## config.mk

```make
export PLATFORM = sky130hd
export DESIGN_NAME = usb_device_endpoint_engine
export DESIGN_NICKNAME = d
export VERILOG_FILES = /design/src/usb_device_endpoint_engine.v
export VERILOG_INCLUDE_DIRS = /design/src /design/src/inc
export SDC_FILE = /design/constraint.sdc
export NUM_CORES = 1
export LEC_CHECK = 0
export BUFFER_PORTS_ARGS = -buffer_cell sky130_fd_sc_hd__buf_2
export CAP_MARGIN = 20
export CORE_ASPECT_RATIO = 0.6
export CORE_MARGIN = 3
export CORE_UTILIZATION = 36
export DETAILED_ROUTE_END_ITERATION = 16
export PLACE_DENSITY_LB_ADDON = 0.08
export SETUP_SLACK_MARGIN = 0.3
export SLEW_MARGIN = 15
export SYNTH_ARGS = -nofsm -noshare
export SYNTH_HDL_FRONTEND = slang
export SYNTH_SLANG_ARGS = --single-unit
```

## constraint.sdc

```tcl
create_clock -name mclk -period 8.1 [get_ports mclk]
set_input_delay 1.215 -clock mclk [delete_from_list [all_inputs] [get_ports mclk]]
set_output_delay 1.215 -clock mclk [all_outputs]
set_load 0.03 [all_outputs]
```

## src/inc/usb_ep_map.vh

```
// register map, field positions and codes of the usb endpoint engine
`ifndef USB_EP_MAP_VH
`define USB_EP_MAP_VH
`define R_CSR0    4'h0
`define R_IRQIN   4'h1
`define R_IRQOUT  4'h2
`define R_TXMAX   4'h3
`define R_TXCL    4'h4
`define R_TXCH    4'h5
`define R_RXMAX   4'h6
`define R_RXCL    4'h7
`define R_RXCH    4'h8
`define R_RXCNT   4'h9
`define R_TXFIFO  4'ha
`define R_RXFIFO  4'hb
`define C0_IPR    1
`define C0_SENT   2
`define C0_DEND   3
`define C0_SEND   5
`define C0_CLROPR 6
`define C0_CLRSUP 7
`define TX_RDY    0
`define TX_UNR    2
`define TX_FLUSH  3
`define TX_SEND   4
`define TX_SENT   5
`define TX_CLRTOG 6
`define TX_INC    7
`define RX_OPR    0
`define RX_OVR    2
`define RX_DERR   3
`define RX_FLUSH  4
`define RX_SEND   5
`define RX_SENT   6
`define RX_CLRTOG 7
`define RH_INCRX  0
`define RH_PIDE   2
`define XH_DBD    1
`define XH_FRC    3
`define XH_ACLR   7
`define TOK_SETUP 2'h0
`define TOK_OUT   2'h1
`define TOK_IN    2'h2
`define TOK_PING  2'h3
`define HS_ACK    2'h0
`define HS_NAK    2'h1
`define HS_STALL  2'h2
`define HS_NYET   2'h3
`define T_ISO     2'h1
`define T_BULK    2'h2
`define T_INT     2'h3
`define PID_D0    2'h0
`define PID_D1    2'h1
`define PID_MDATA 2'h3
`define SETUP_LEN 14'h0008
`define FIFO_RST  14'h0200
`endif

```

## src/usb_device_endpoint_engine.v

```verilog
// endpoint 0 control logic plus one data endpoint pair of a usb device
// ----
// Behaviour
// - ep0 takes 8-byte setup command
// - ep0 OUT after dataend on write: stall
// - ep0 IN after dataend on read: stall
// - ep0 OUT packet above max size: stall
// - nonzero DATA1 in read status: stall
// - early status or new setup: setupend
// - IN double buffer when fits half fifo
// - OUT double buffer when fits half fifo
// - autoset arms IN after full packet load
// - autoclear releases OUT after full unload
// - bulk IN block split into max packets
// - bulk OUT packets combined into one
// - IN sendstall: stall next IN, flag
// - OUT sendstall: stall next packet, flag
// - forced toggle treats interrupt IN delivered
// - interrupt OUT never NYET, no ping
// - iso IN empty: underrun, zero length
// - hb iso IN short: flag, flush head
// - iso OUT into full fifo: overrun
// - iso OUT crc error: store, flag
// - hb iso OUT short: incomplete flag
// - hb iso OUT wrong pid: pid error
// ----
//
// Implementation choices: the address-and-strobe port and the register offsets.
`include "usb_ep_map.vh"

module usb_device_endpoint_engine #(
  parameter [3:0]  EPN     = 4'h1,
  parameter [13:0] TX_FIFO = `FIFO_RST,
  parameter [13:0] RX_FIFO = `FIFO_RST
) (
  input  wire        mclk,
  input  wire        rst_n,
  input  wire [3:0]  addr,
  input  wire [15:0] wdata,
  input  wire        wr,
  input  wire        rd,
  output reg  [15:0] rdata,
  input  wire        tok_valid,
  input  wire [1:0]  tok_type,
  input  wire [3:0]  tok_ep,
  input  wire        rx_done,
  input  wire [10:0] rx_len,
  input  wire        rx_crc_err,
  input  wire [1:0]  rx_pid,
  input  wire        setup_dir_in,
  input  wire        host_ack,
  input  wire        sof,
  output reg         hs_valid,
  output reg  [1:0]  hs_code,
  output reg         tx_start,
  output reg  [10:0] tx_len,
  output reg  [1:0]  tx_pid
);

  localparam [2:0] P_IDLE = 3'h1;
  localparam [2:0] P_DATA = 3'h2;
  localparam [2:0] P_STAT = 3'h4;

  reg [2:0]  ph;
  reg        c_dir, c_opr, c_ipr, c_sent, c_dend, c_sup, c_send, c0w;
  reg [6:0]  c_len;
  reg [11:0] irq_in, irq_out;
  reg [1:0]  ltok;
  reg [3:0]  lep;
  reg [12:0] tmax, rmax;
  reg        t_dbd, t_frc, t_aset, t_send, t_sent, t_unr;
  reg        tx_incomplete_split_flag;
  reg [1:0]  t_type, r_type;
  reg [1:0]  tq, rq, rcnt;
  reg [13:0] tl0, tl1, tload, rl0, rl1, racc, runl;
  reg        tpart, twait, ttog;
  reg        r_dbd, r_aclr, r_send, r_sent, r_ovr, r_derr, r_incrx, r_pide;
  reg [15:0] rv;

  // ----
  // derived sizes and queue decisions
  // ----
  wire [13:0] tsize = {3'h0, tmax[10:0]};
  wire [13:0] ttot  = tsize * ({12'h0, tmax[12:11]} + 14'h0001);
  wire [1:0]  tcap  = (!t_dbd && {ttot[12:0], 1'b0} <= TX_FIFO) ? 2'h2 : 2'h1;
  wire [13:0] tchk  = (tl0 < tsize) ? tl0 : tsize;
  wire        tiso  = t_type == `T_ISO;
  wire        t_in  = tok_valid && tok_type == `TOK_IN && tok_ep == EPN;
  wire        t_go  = t_in && !t_send && tq != 2'h0;
  // forced toggle: no ack wait, the packet counts as delivered
  wire        t_now = tiso || (t_type == `T_INT && t_frc);
  wire        t_adv = (t_go && t_now) || (host_ack && twait);
  wire        t_sfl = sof && tiso && tpart;
  wire        t_wcl = wr && addr == `R_TXCL;
  wire        t_fl  = t_wcl && wdata[`TX_FLUSH] && tq != 2'h0;
  wire        t_pop = (t_adv && tl0 == tchk) || t_sfl || t_fl;
  wire        t_fw  = wr && addr == `R_TXFIFO;
  wire        t_as  = t_aset && t_fw && tload + 14'h0001 == ttot;
  wire        t_push = (t_as || (t_wcl && wdata[`TX_RDY])) && (tq < tcap || t_pop);
  wire [13:0] tpl   = t_as ? tload + 14'h0001 : tload;

  wire [13:0] rsize = {3'h0, rmax[10:0]};
  wire [13:0] rtot  = rsize * ({12'h0, rmax[12:11]} + 14'h0001);
  wire [1:0]  rcap  = (!r_dbd && {rtot[12:0], 1'b0} <= RX_FIFO) ? 2'h2 : 2'h1;
  wire [1:0]  rm    = rmax[12:11];
  wire        riso  = r_type == `T_ISO;
  wire        rbulk = r_type == `T_BULK;
  wire [13:0] rlen  = {3'h0, rx_len};
  wire [13:0] racn  = racc + rlen;
  wire        r_pkt = rx_done && lep == EPN && ltok == `TOK_OUT;
  wire        r_room = rq < rcap;
  // short packet or full block closes a combined transfer
  wire        r_end = !rbulk || rlen < rsize || racn >= rtot;
  wire        r_ok  = !r_send && r_room && (riso || !rx_crc_err);
  wire        r_push = r_pkt && r_ok && r_end;
  wire        r_unl = rd && addr == `R_RXFIFO && rq != 2'h0;
  wire        r_ac  = r_aclr && r_unl && runl + 14'h0001 == rtot;
  wire        r_wcl = wr && addr == `R_RXCL && rq != 2'h0;
  wire        r_pop = r_ac || (r_wcl && (!wdata[`RX_OPR] || wdata[`RX_FLUSH]));
  wire [1:0]  rexp  = (rcnt == rm) ? rm : `PID_MDATA;

  // ----
  // packet queues, at most two entries each
  // ----
  always @(posedge mclk or negedge rst_n) begin
    if (!rst_n) begin
      tq <= 2'h0;
      tl0 <= 14'h0;
      tl1 <= 14'h0;
      rq <= 2'h0;
      rl0 <= 14'h0;
      rl1 <= 14'h0;
    end else begin
      if (t_adv && !t_pop)
        tl0 <= tl0 - tchk;
      case ({t_push, t_pop})
        2'b10: begin
          if (tq == 2'h0)
            tl0 <= tpl;
          else
            tl1 <= tpl;
          tq <= tq + 2'h1;
        end
        2'b01: begin
          tl0 <= tl1;
          tq <= tq - 2'h1;
        end
        2'b11: begin
          tl0 <= (tq == 2'h1) ? tpl : tl1;
          tl1 <= tpl;
        end
        default: ;
      endcase
      case ({r_push, r_pop})
        2'b10: begin
          if (rq == 2'h0)
            rl0 <= racn;
          else
            rl1 <= racn;
          rq <= rq + 2'h1;
        end
        2'b01: begin
          rl0 <= rl1;
          rq <= rq - 2'h1;
        end
        2'b11: begin
          rl0 <= (rq == 2'h1) ? racn : rl1;
          rl1 <= racn;
        end
        default: ;
      endcase
    end
  end

  // ----
  // handshake and transmit helpers
  // ----
  task hs;
    input [1:0] c;
    begin
      hs_valid <= 1'b1;
      hs_code <= c;
    end
  endtask

  task snd;
    input [10:0] n;
    input [1:0]  p;
    begin
      tx_start <= 1'b1;
      tx_len <= n;
      tx_pid <= p;
    end
  endtask

  task st0;
    begin
      hs(`HS_STALL);
      c_sent <= 1'b1;
      c_dend <= 1'b0;
      irq_in[0] <= 1'b1;
      ph <= P_IDLE;
    end
  endtask

  // ----
  // registers and bus events; events come last so an event beats a register write in the same cycle
  // ----
  always @(posedge mclk or negedge rst_n) begin
    if (!rst_n) begin
      ph <= P_IDLE;
      {c_dir, c_opr, c_ipr, c_sent, c_dend, c_sup, c_send, c0w} <= 8'h00;
      c_len <= 7'h00;
      irq_in <= 12'h000;
      irq_out <= 12'h000;
      ltok <= `TOK_SETUP;
      lep <= 4'h0;
      tmax <= 13'h0000;
      rmax <= 13'h0000;
      {t_dbd, t_frc, t_aset, t_send, t_sent, t_unr} <= 6'h00;
      tx_incomplete_split_flag <= 1'b0;
      t_type <= `T_BULK;
      r_type <= `T_BULK;
      rcnt <= 2'h0;
      tload <= 14'h0;
      racc <= 14'h0;
      runl <= 14'h0;
      {tpart, twait, ttog} <= 3'h0;
      {r_dbd, r_aclr, r_send, r_sent, r_ovr, r_derr, r_incrx, r_pide} <= 8'h00;
      hs_valid <= 1'b0;
      hs_code <= `HS_ACK;
      tx_start <= 1'b0;
      tx_len <= 11'h000;
      tx_pid <= `PID_D0;
    end else begin
      hs_valid <= 1'b0;
      tx_start <= 1'b0;
      if (tok_valid) begin
        ltok <= tok_type;
        lep <= tok_ep;
        twait <= 1'b0;
      end
      if (wr) begin
        case (addr)
          `R_CSR0: begin
            c_send <= wdata[`C0_SEND];
            if (wdata[`C0_DEND])
              c_dend <= 1'b1;
            if (wdata[`C0_IPR]) begin
              c_ipr <= 1'b1;
              c_len <= wdata[14:8];
            end
            if (wdata[`C0_CLROPR])
              c_opr <= 1'b0;
            if (wdata[`C0_CLRSUP])
              c_sup <= 1'b0;
            if (!wdata[`C0_SENT])
              c_sent <= 1'b0;
          end
          `R_IRQIN: irq_in <= irq_in & ~wdata[11:0];
          `R_IRQOUT: irq_out <= irq_out & ~wdata[11:0];
          `R_TXMAX: tmax <= wdata[12:0];
          `R_TXCL: begin
            t_send <= wdata[`TX_SEND];
            if (!wdata[`TX_UNR])
              t_unr <= 1'b0;
            if (!wdata[`TX_SENT])
              t_sent <= 1'b0;
            if (!wdata[`TX_INC])
              tx_incomplete_split_flag <= 1'b0;
            if (wdata[`TX_CLRTOG])
              ttog <= 1'b0;
          end
          `R_TXCH: begin
            t_dbd <= wdata[`XH_DBD];
            t_frc <= wdata[`XH_FRC];
            t_type <= wdata[5:4];
            t_aset <= wdata[`XH_ACLR];
          end
          `R_RXMAX: rmax <= wdata[12:0];
          `R_RXCL: begin
            r_send <= wdata[`RX_SEND];
            if (!wdata[`RX_OVR])
              r_ovr <= 1'b0;
            if (!wdata[`RX_DERR])
              r_derr <= 1'b0;
            if (!wdata[`RX_SENT])
              r_sent <= 1'b0;
          end
          `R_RXCH: begin
            r_dbd <= wdata[`XH_DBD];
            r_type <= wdata[5:4];
            r_aclr <= wdata[`XH_ACLR];
            if (!wdata[`RH_INCRX])
              r_incrx <= 1'b0;
            if (!wdata[`RH_PIDE])
              r_pide <= 1'b0;
          end
          default: ;
        endcase
      end
      // fifo byte counters; the data path itself sits outside
      if (t_push)
        tload <= 14'h0;
      else if (t_fw)
        tload <= tload + 14'h0001;
      if (r_pop)
        runl <= 14'h0;
      else if (r_unl)
        runl <= runl + 14'h0001;

      // ----
      // endpoint 0
      // ----
      if (rx_done && lep == 4'h0 && ltok == `TOK_SETUP) begin
        if (rlen == `SETUP_LEN) begin
          if (!ph[0])
            c_sup <= 1'b1;
          c_opr <= 1'b1;
          c_dir <= setup_dir_in;
          c_dend <= 1'b0;
          c_ipr <= 1'b0;
          c0w <= 1'b0;
          ph <= P_DATA;
          hs(`HS_ACK);
          irq_in[0] <= 1'b1;
        end
      end else if (tok_valid && tok_type == `TOK_IN && tok_ep == 4'h0) begin
        case (ph)
          P_DATA: begin
            if (c_send)
              st0;
            else if (c_dir) begin
              if (c_ipr) begin
                snd({4'h0, c_len}, `PID_D1);
                c0w <= 1'b1;
              end else if (c_dend)
                st0;
              else
                hs(`HS_NAK);
            end else if (c_dend) begin
              snd(11'h000, `PID_D1);
              c0w <= 1'b1;
              ph <= P_STAT;
            end else begin
              c_sup <= 1'b1;
              irq_in[0] <= 1'b1;
              ph <= P_IDLE;
              hs(`HS_NAK);
            end
          end
          default: hs(`HS_NAK);
        endcase
      end else if (rx_done && lep == 4'h0 && ltok == `TOK_OUT) begin
        case (ph)
          P_DATA: begin
            if (c_send)
              st0;
            else if (c_dir) begin
              if (!c_dend) begin
                c_sup <= 1'b1;
                irq_in[0] <= 1'b1;
                ph <= P_IDLE;
                hs(`HS_ACK);
              end else if (rx_pid == `PID_D1 && rlen != 14'h0)
                st0;
              else begin
                c_dend <= 1'b0;
                ph <= P_IDLE;
                irq_in[0] <= 1'b1;
                hs(`HS_ACK);
              end
            end else if (c_dend)
              st0;
            else if (rlen > rsize)
              st0;
            else if (c_opr)
              hs(`HS_NAK);
            else begin
              c_opr <= 1'b1;
              irq_in[0] <= 1'b1;
              hs(`HS_ACK);
            end
          end
          default: st0;
        endcase
      end else if (host_ack && c0w && lep == 4'h0) begin
        c0w <= 1'b0;
        irq_in[0] <= 1'b1;
        if (ph[2]) begin
          ph <= P_IDLE;
          c_dend <= 1'b0;
        end else
          c_ipr <= 1'b0;
      end

      // ----
      // data endpoint, IN direction
      // ----
      if (t_in) begin
        if (t_send) begin
          hs(`HS_STALL);
          t_sent <= 1'b1;
          irq_in[EPN] <= 1'b1;
        end else if (tq != 2'h0) begin
          snd(tchk[10:0], tiso ? `PID_D0 : {1'b0, ttog});
          if (!t_now)
            twait <= 1'b1;
        end else if (tiso) begin
          t_unr <= 1'b1;
          snd(11'h000, `PID_D0);
        end else
          hs(`HS_NAK);
      end
      if (t_adv)
        ttog <= ~ttog;
      if (host_ack && twait)
        twait <= 1'b0;
      if (t_pop)
        tpart <= 1'b0;
      else if (t_adv)
        tpart <= 1'b1;
      if (t_sfl)
        tx_incomplete_split_flag <= 1'b1;
      if (t_adv && t_pop)
        irq_in[EPN] <= 1'b1;

      // ----
      // data endpoint, OUT direction
      // ----
      // interrupt endpoints ignore ping; the NYET path below is taken by bulk endpoints only
      if (tok_valid && tok_type == `TOK_PING && tok_ep == EPN && r_type != `T_INT)
        hs(r_room ? `HS_ACK : `HS_NAK);
      if (r_pkt) begin
        if (r_send) begin
          hs(`HS_STALL);
          r_sent <= 1'b1;
          irq_out[EPN] <= 1'b1;
        end else if (riso) begin
          if (rcnt != 2'h3)
            rcnt <= rcnt + 2'h1;
          if (rm != 2'h0 && rx_pid != rexp)
            r_pide <= 1'b1;
          if (!r_room)
            r_ovr <= 1'b1;
          else begin
            if (rx_crc_err) r_derr <= 1'b1;
            irq_out[EPN] <= 1'b1;
          end
        end else if (!rx_crc_err) begin
          if (!r_room)
            hs(`HS_NAK);
          else begin
            if (rbulk && r_end && rq + 2'h1 == rcap)
              hs(`HS_NYET);
            else
              hs(`HS_ACK);
            racc <= r_end ? 14'h0 : racn;
            if (r_end)
              irq_out[EPN] <= 1'b1;
          end
        end
      end
      if (sof) begin
        if (riso && rm != 2'h0 && rcnt != 2'h0 && rcnt <= rm)
          r_incrx <= 1'b1;
        rcnt <= 2'h0;
      end
    end
  end

  // ----
  // read port, data one cycle after the strobe
  // ----
  always @* begin
    case (addr)
      `R_CSR0:   rv = {1'b0, c_len, 2'h0, c_send, c_sup, c_dend, c_sent, c_ipr, c_opr};
      `R_IRQIN:  rv = {4'h0, irq_in};
      `R_IRQOUT: rv = {4'h0, irq_out};
      `R_TXMAX:  rv = {3'h0, tmax};
      `R_TXCL:   rv = {8'h00, tx_incomplete_split_flag, 1'b0, t_sent, t_send, 1'b0,
                       t_unr, tq != 2'h0, tq == tcap};
      `R_TXCH:   rv = {8'h00, t_aset, 1'b0, t_type, t_frc, 1'b0, t_dbd, 1'b0};
      `R_RXMAX:  rv = {3'h0, rmax};
      `R_RXCL:   rv = {8'h00, 1'b0, r_sent, r_send, 1'b0, r_derr, r_ovr,
                       rq == rcap, rq != 2'h0};
      `R_RXCH:   rv = {8'h00, r_aclr, 1'b0, r_type, 1'b0, r_pide, r_dbd, r_incrx};
      `R_RXCNT:  rv = {2'h0, (rq != 2'h0) ? rl0 : 14'h0};
      default:   rv = 16'h0000;
    endcase
  end

  always @(posedge mclk or negedge rst_n) begin
    if (!rst_n)
      rdata <= 16'h0000;
    else if (rd)
      rdata <= rv;
    else
      rdata <= 16'h0000;
  end

endmodule // usb_device_endpoint_engine

```

Word level (Yosys, flattened, before mapping)
Index checks and enable logic that the tools add are counted.

operators by class
  add/subtract/negate cells = 11
  $mul = 2
  magnitude comparators = 9
  equality and inequality tests = 55
  multiplexer cells = 305
  bitwise operators = 7
  reduce and logical (&&, ||, !) cells = 121

operators by type and width
  cell                     count
  $mux W14                 15
  $mux W1                  203
  $pmux W15 S10            1
  $mux W11                 11
  $mux W2                  52
  $pmux W14 S3             2
  $pmux W14 S2             2
  $logic_and A1 B1 Y1      51
  $mux W3                  16
  $eq A14 B14 Y1           3
  $reduce_bool A2 Y1       19
  $add A14 B1 Y14 const B  2
  $le A14 B10 Y1 const B   2
  $mul A11 B3 Y14          2
  $reduce_and A2 Y1        13
  $and A12 B12 Y12         2
  $eq A2 B1 Y1 const B     8
  $eq A2 B2 Y1 const B     8
  $eq A4 B3 Y1 const B     4
  $eq A4 B4 Y1 const B     4
  $mux W16                 1
  $add A14 B11 Y14         1
  $ge A14 B14 Y1           1
  $lt A14 B11 Y1           1
  other kinds (36)         86

word-level totals
  register bits = 233
  input bits = 49
  output and inout port bits = 33

Depth between registers and ports, before layout
  depth after elaboration = 19
  depth in mapped cells = 32

Worst setup path after synthesis
OpenSTA, ideal clock, no wires.

  path kind = reg-to-reg
  from = reg rmax[11]
  to = reg rl1[10]
  arrival time = 6.369 ns
  data required time = 7.975 ns
  path slack = 1.607 ns
  stages on the path, launching flop included = 30
  clock period less this slack = 6.493 ns
  path through = dfrtp_1 -> clkinv_1 -> ha_1 -> clkbuf_1 -> nand2_1 -> fa_1 -> inv_1 -> ha_1 -> inv_1 -> fa_1 -> nor2b_1 -> o31a_1 -> o31ai_1 -> and2_1 -> inv_1 -> ha_1 -> nor2b_1 -> o21ai_0 -> nand2b_1 -> a221oi_1 -> o21ai_0 -> o2111ai_1 -> nand3_1 -> clkbuf_1 -> nand3_1 -> inv_1 -> ha_1 -> o21ai_1 -> clkbuf_1 -> mux2_2

between the ends
  longest elaborated chain between the ends = 13
  elaborated cells between the ends (all ways) = 21
  those cells by class = add/sub: 1; mul: 1; order compare: 3; eq/ne: 4; mux: 2; reduce/logical: 10

RTL lines
  item                                                                 line                              RTL
  start, declared                                                      usb_device_endpoint_engine.v:70   reg [12:0] tmax, rmax;
  start signal, assigned                                               usb_device_endpoint_engine.v:280  `R_RXMAX: rmax <= wdata[12:0];
  $add A2 B1 Y3 *                                                      usb_device_endpoint_engine.v:103  wire [13:0] rtot = rsize * ({12'h0, rmax[12:11]} + 14'h0001);
  $mul A11 B3 Y14 *                                                    usb_device_endpoint_engine.v:103
  $le A14 B10 Y1                                                       usb_device_endpoint_engine.v:104  wire [1:0] rcap = (!r_dbd && {rtot[12:0], 1'b0} <= RX_FIFO) ? 2'h2 : 2'h1;
  $logic_and A1 B1 Y1                                                  usb_device_endpoint_engine.v:104
  $mux W2                                                              usb_device_endpoint_engine.v:104
  $lt A2 B2 Y1                                                         usb_device_endpoint_engine.v:111  wire r_room = rq < rcap;
  $logic_and A1 B1 Y1 (2 in a row)                                     usb_device_endpoint_engine.v:114  wire r_ok = !r_send && r_room && (riso || !rx_crc_err);
  $logic_and A1 B1 Y1 (2 in a row)                                     usb_device_endpoint_engine.v:115  wire r_push = r_pkt && r_ok && r_end;
  $eq A2 B2 Y1                                                         usb_device_endpoint_engine.v:154  case ({r_push, r_pop})
  $ne A2 B2 Y1 (no source line) or $reduce_bool A2 Y1 (tied branches)  n/a
  $reduce_and A2 Y1 (no source line)                                   n/a
  end signal, assigned                                                 usb_device_endpoint_engine.v:159  rl1 <= racn;
  end signal, assigned                                                 usb_device_endpoint_engine.v:168  rl1 <= racn;
  end, declared                                                        usb_device_endpoint_engine.v:75   reg [13:0] tl0, tl1, tload, rl0, rl1, racc, runl;

Every way passes the cells marked *; elsewhere a longest branch is shown, timed or not.
A chain may end at the register's enable or synchronous reset.

Worst setup path after layout
  from = reg rmax[11]
  to = reg rl0[11]

between the ends
  longest elaborated chain between the ends = 13
  elaborated cells between the ends (all ways) = 22
  those cells by class = add/sub: 1; mul: 1; order compare: 3; eq/ne: 5; mux: 2; reduce/logical: 10

RTL lines
  item                                                                 line                              RTL
  $add A2 B1 Y3 *                                                      usb_device_endpoint_engine.v:103
  $mul A11 B3 Y14 *                                                    usb_device_endpoint_engine.v:103
  $le A14 B10 Y1                                                       usb_device_endpoint_engine.v:104
  $logic_and A1 B1 Y1                                                  usb_device_endpoint_engine.v:104
  $mux W2                                                              usb_device_endpoint_engine.v:104
  $lt A2 B2 Y1                                                         usb_device_endpoint_engine.v:111
  $logic_and A1 B1 Y1 (2 in a row)                                     usb_device_endpoint_engine.v:114
  $logic_and A1 B1 Y1 (2 in a row)                                     usb_device_endpoint_engine.v:115
  $eq A2 B2 Y1 or $eq A2 B1 Y1 (tied branches)                         usb_device_endpoint_engine.v:154
  $ne A2 B2 Y1 (no source line) or $reduce_bool A3 Y1 (tied branches)  n/a
  $reduce_and A2 Y1 (no source line)                                   n/a
  end signal, assigned                                                 usb_device_endpoint_engine.v:157  rl0 <= racn;
  end signal, assigned                                                 usb_device_endpoint_engine.v:163  rl0 <= rl1;
  end signal, assigned                                                 usb_device_endpoint_engine.v:167  rl0 <= (rq == 2'h1) ? racn : rl1;
  end, declared                                                        usb_device_endpoint_engine.v:75

Marked as above.

==> flow_summary.json <==
{
  "outcome": "finished, final reports clean",
  "mostFrequentLayoutCells": "nand2_1 (231), dfrtp_1 (229), nor2_1 (163)",
  "post_cts_buffers": 0,
  "fin_crit_sh": 0.885,
  "dieArea_mm2": 0.0494,
  "synth-edff-count": 0,
  "rr_endpoint": "rl0[11]",
  "whs_endpoint": "twait",
  "fill_cells": 4582,
  "fmaxAchievable_mhz": 139,
  "slowest_stage": "ha_1",
  "grt_pass1_wl_um": 88300,
  "grt_pass1_vias": 13500,
  "r2r.worst_path.cells": 28,
  "async_reset_ff_frac": 1.00,
  "firstDrtPassIters": 5,
  "viasPerCell": 5.59,
  "dp_hpwl_um": 45600,
  "critPathTopFamily": "compound AO/OA/AOI/OAI gates",
  "cts_tree": "built",
  "hold_depth": 1,
  "crit_path_end_kind": "flop",
  "reg2reg_slack_ns": 0.93,
  "wl_um": 58400,
  "wl_per_cell_um": 22.7,
  "start_kind": "flop",
  "cts_resized": 0,
  "holdBufCountCts": 0,
  "die_h_um": 173,
  "worst_pin_slew_ns": 1.11,
  "hp-start": "twait",
  "core_area_mm2": 0.0454,
  "ios": 82,
  "grt_usage": 0.234,
  "syn2layout_area_growth_pct": 11.0,
  "leakage_nw": 8.53,
  "clock_sinks": 232,
  "drt-initial-drc-count": 1264,
  "grt_max_degree": 152,
  "syn_nets": 2050,
  "slew_headroom": 0.257,
  "ys_ff_latch": 232,
  "worstPathRequired_ns": 8.56,
  "layout_min_cycle_time_ns": 7.17,
  "arrival_ns": 7.63,
  "hold_viol_final": 0,
  "htree_levels": 1,
  "syn_area_mm2": 0.0168,
  "max_cap_violations": 0,
  "fin_setup_tns_ns": 0,
  "hold_class": "flop to flop",
  "critPathMaxStageDelay_ns": 0.63,
  "vdd_ir_drop_max_uv": 154,
  "finish.net_count": 2105,
  "drc": 0,
  "final_common_cell": "nand2_1",
  "path_buf_inv": 5,
  "yosys.area.top_type": "dfrtp_1",
  "grt_antenna_before_repair": 1,
  "portBuffers": 79,
  "synth_flop_cell": "dfrtp_1",
  "drive_gt1_frac": 0.137,
  "ant_nets": 0,
  "crit_fanout": 11,
  "die-width_um": 285,
  "numCtsBuffers": 26,
  "setup_violations": 0,
  "rsz0062_at_grt": "no",
  "synth_top_area_frac": 0.341,
  "num_rows": 60,
  "syn_avg_cell_area_um2": 8.95,
  "power_density_mw_per_mm2": 280,
  "gp_congestion": 0.886,
  "placed_cells": 2521,
  "rr_startpoint": "rmax[11]",
  "synth_cell_types": 106,
  "worstSkewPairLatency_ns": 0.57,
  "root_buffer": "clkbuf_16",
  "fin_skew_ns": 0.0350,
  "slew_viol_final": 0,
  "yosysSeqAreaShare": 0.346,
  "syn_inst": 1877,
  "utilization": 0.410,
  "overflow": 0,
  "cts_buffer_depth": 3,
  "fin_cells": 2573,
  "ys_top_cells_by_area": "dfrtp_1 (34%), ha_1 (7.6%), nand2_1 (5.2%), mux2_2 (4.7%), nor2_1 (3.6%)",
  "initial_core_util": 0.370,
  "synth_warnings": 0,
  "crit_type": "flop to flop",
  "cts.clk_slew.worst_paths_ns": 0.06,
  "vias": 14400
}
final cells by class:
cell class | instances | area, um2 | area share
timing repair buffer | 106 | 624 | 0.0335
sequential | 232 | 5810 | 0.312
tap | 620 | 776 | 0.0416
clock buffer | 39 | 779 | 0.0418
inverter | 111 | 417 | 0.0224
antenna | 1 | 2.50 | 0.000134
multi-input combinational | 1455 | 10200 | 0.546
clock inverter | 9 | 58.8 | 0.00315
synthesized netlist by cell type (41+ instances only):
library cell  count
nand2_1         231
dfrtp_1         229
nor2_1          163
inv_1           110
ha_1            102
o21ai_0          96
a21oi_1          91
mux2_2           70
xnor2_1          69
nand3_1          45
xor2_1           43
clkbuf_1         41
power breakdown:
group / leakage, nW / total (mW) / switching [mW] / internal (mW)
logic: 5.03 / 2.39 / 1.40 / 0.991
registers: 3.08 / 1.64 / 0.291 / 1.35
clock network: 0.418 / 1.19 / 0.524 / 0.664
total: 8.53 / 5.22 / 2.21 / 3.01
sequential cells by signal, summed over array words and instances, names as in the netlist, 2 cells and up:
| signal | cells |
|---|---|
| lep | 4 |
| tx_pid | 2 |
| tl0 | 14 |
| t_type | 2 |
| rq | 2 |
| tload | 14 |
| tq | 2 |
| tx_len | 11 |
| r_type | 2 |
| rl0 | 14 |
| rcnt | 2 |
| tl1 | 14 |
| irq_out | 12 |
| ltok | 2 |
| c_len | 7 |
| racc | 14 |
| tmax | 13 |
| runl | 14 |
| hs_code | 2 |
| ph | 3 |
| irq_in | 12 |
| rmax | 13 |
| rdata | 15 |
| rl1 | 14 |
worst max-delay path by stage:
stage / from / to / cells after the start
finish: rmax[11] / rl0[11] / 28
global route: rmax[11] / rl0[11] / 26
CTS: rmax[11] / rl1[5] / 26
detailed placement: rx_len[0] / rl0[11] / 24
global placement: rx_len[0] / rl0[13] / 24
floorplan: rmax[11] / rl1[10] / 29
layer usage:
layer,vias to the layer above,GRT usage,part of all wire
met2,449,0.280,0.35
met5,-,0,0
met3,37,0.0739,0.10
met4,0,0.0250,0.0093
met1,7120,0.397,0.54
li1,6781,-,-
cells by family after synthesis:
logic type      Yosys count  synth area share
mux                     105            0.0678
xor+xnor                114            0.0612
buf+inv                 190            0.0481
fa+ha+maj               124             0.102
compound gates          438             0.178
simple gates            673             0.197
flops                   232             0.346
other cells               1          0.000223
through the flow:
step           power (mW)  instance area [um2]  setup WS (ns)  hold slack, ns
2_1_floorplan        3.28                16800           1.61           0.432
3_3_place_gp         3.97                17800           1.03           0.445
3_5_place_dp         4.00                17800          0.902           0.456
4_1_cts              5.21                18600           1.07           0.464
5_1_grt              5.60                18600          0.501           0.512
6_report             5.22                18600          0.928           0.467
Power figures use the tool's default switching activity.
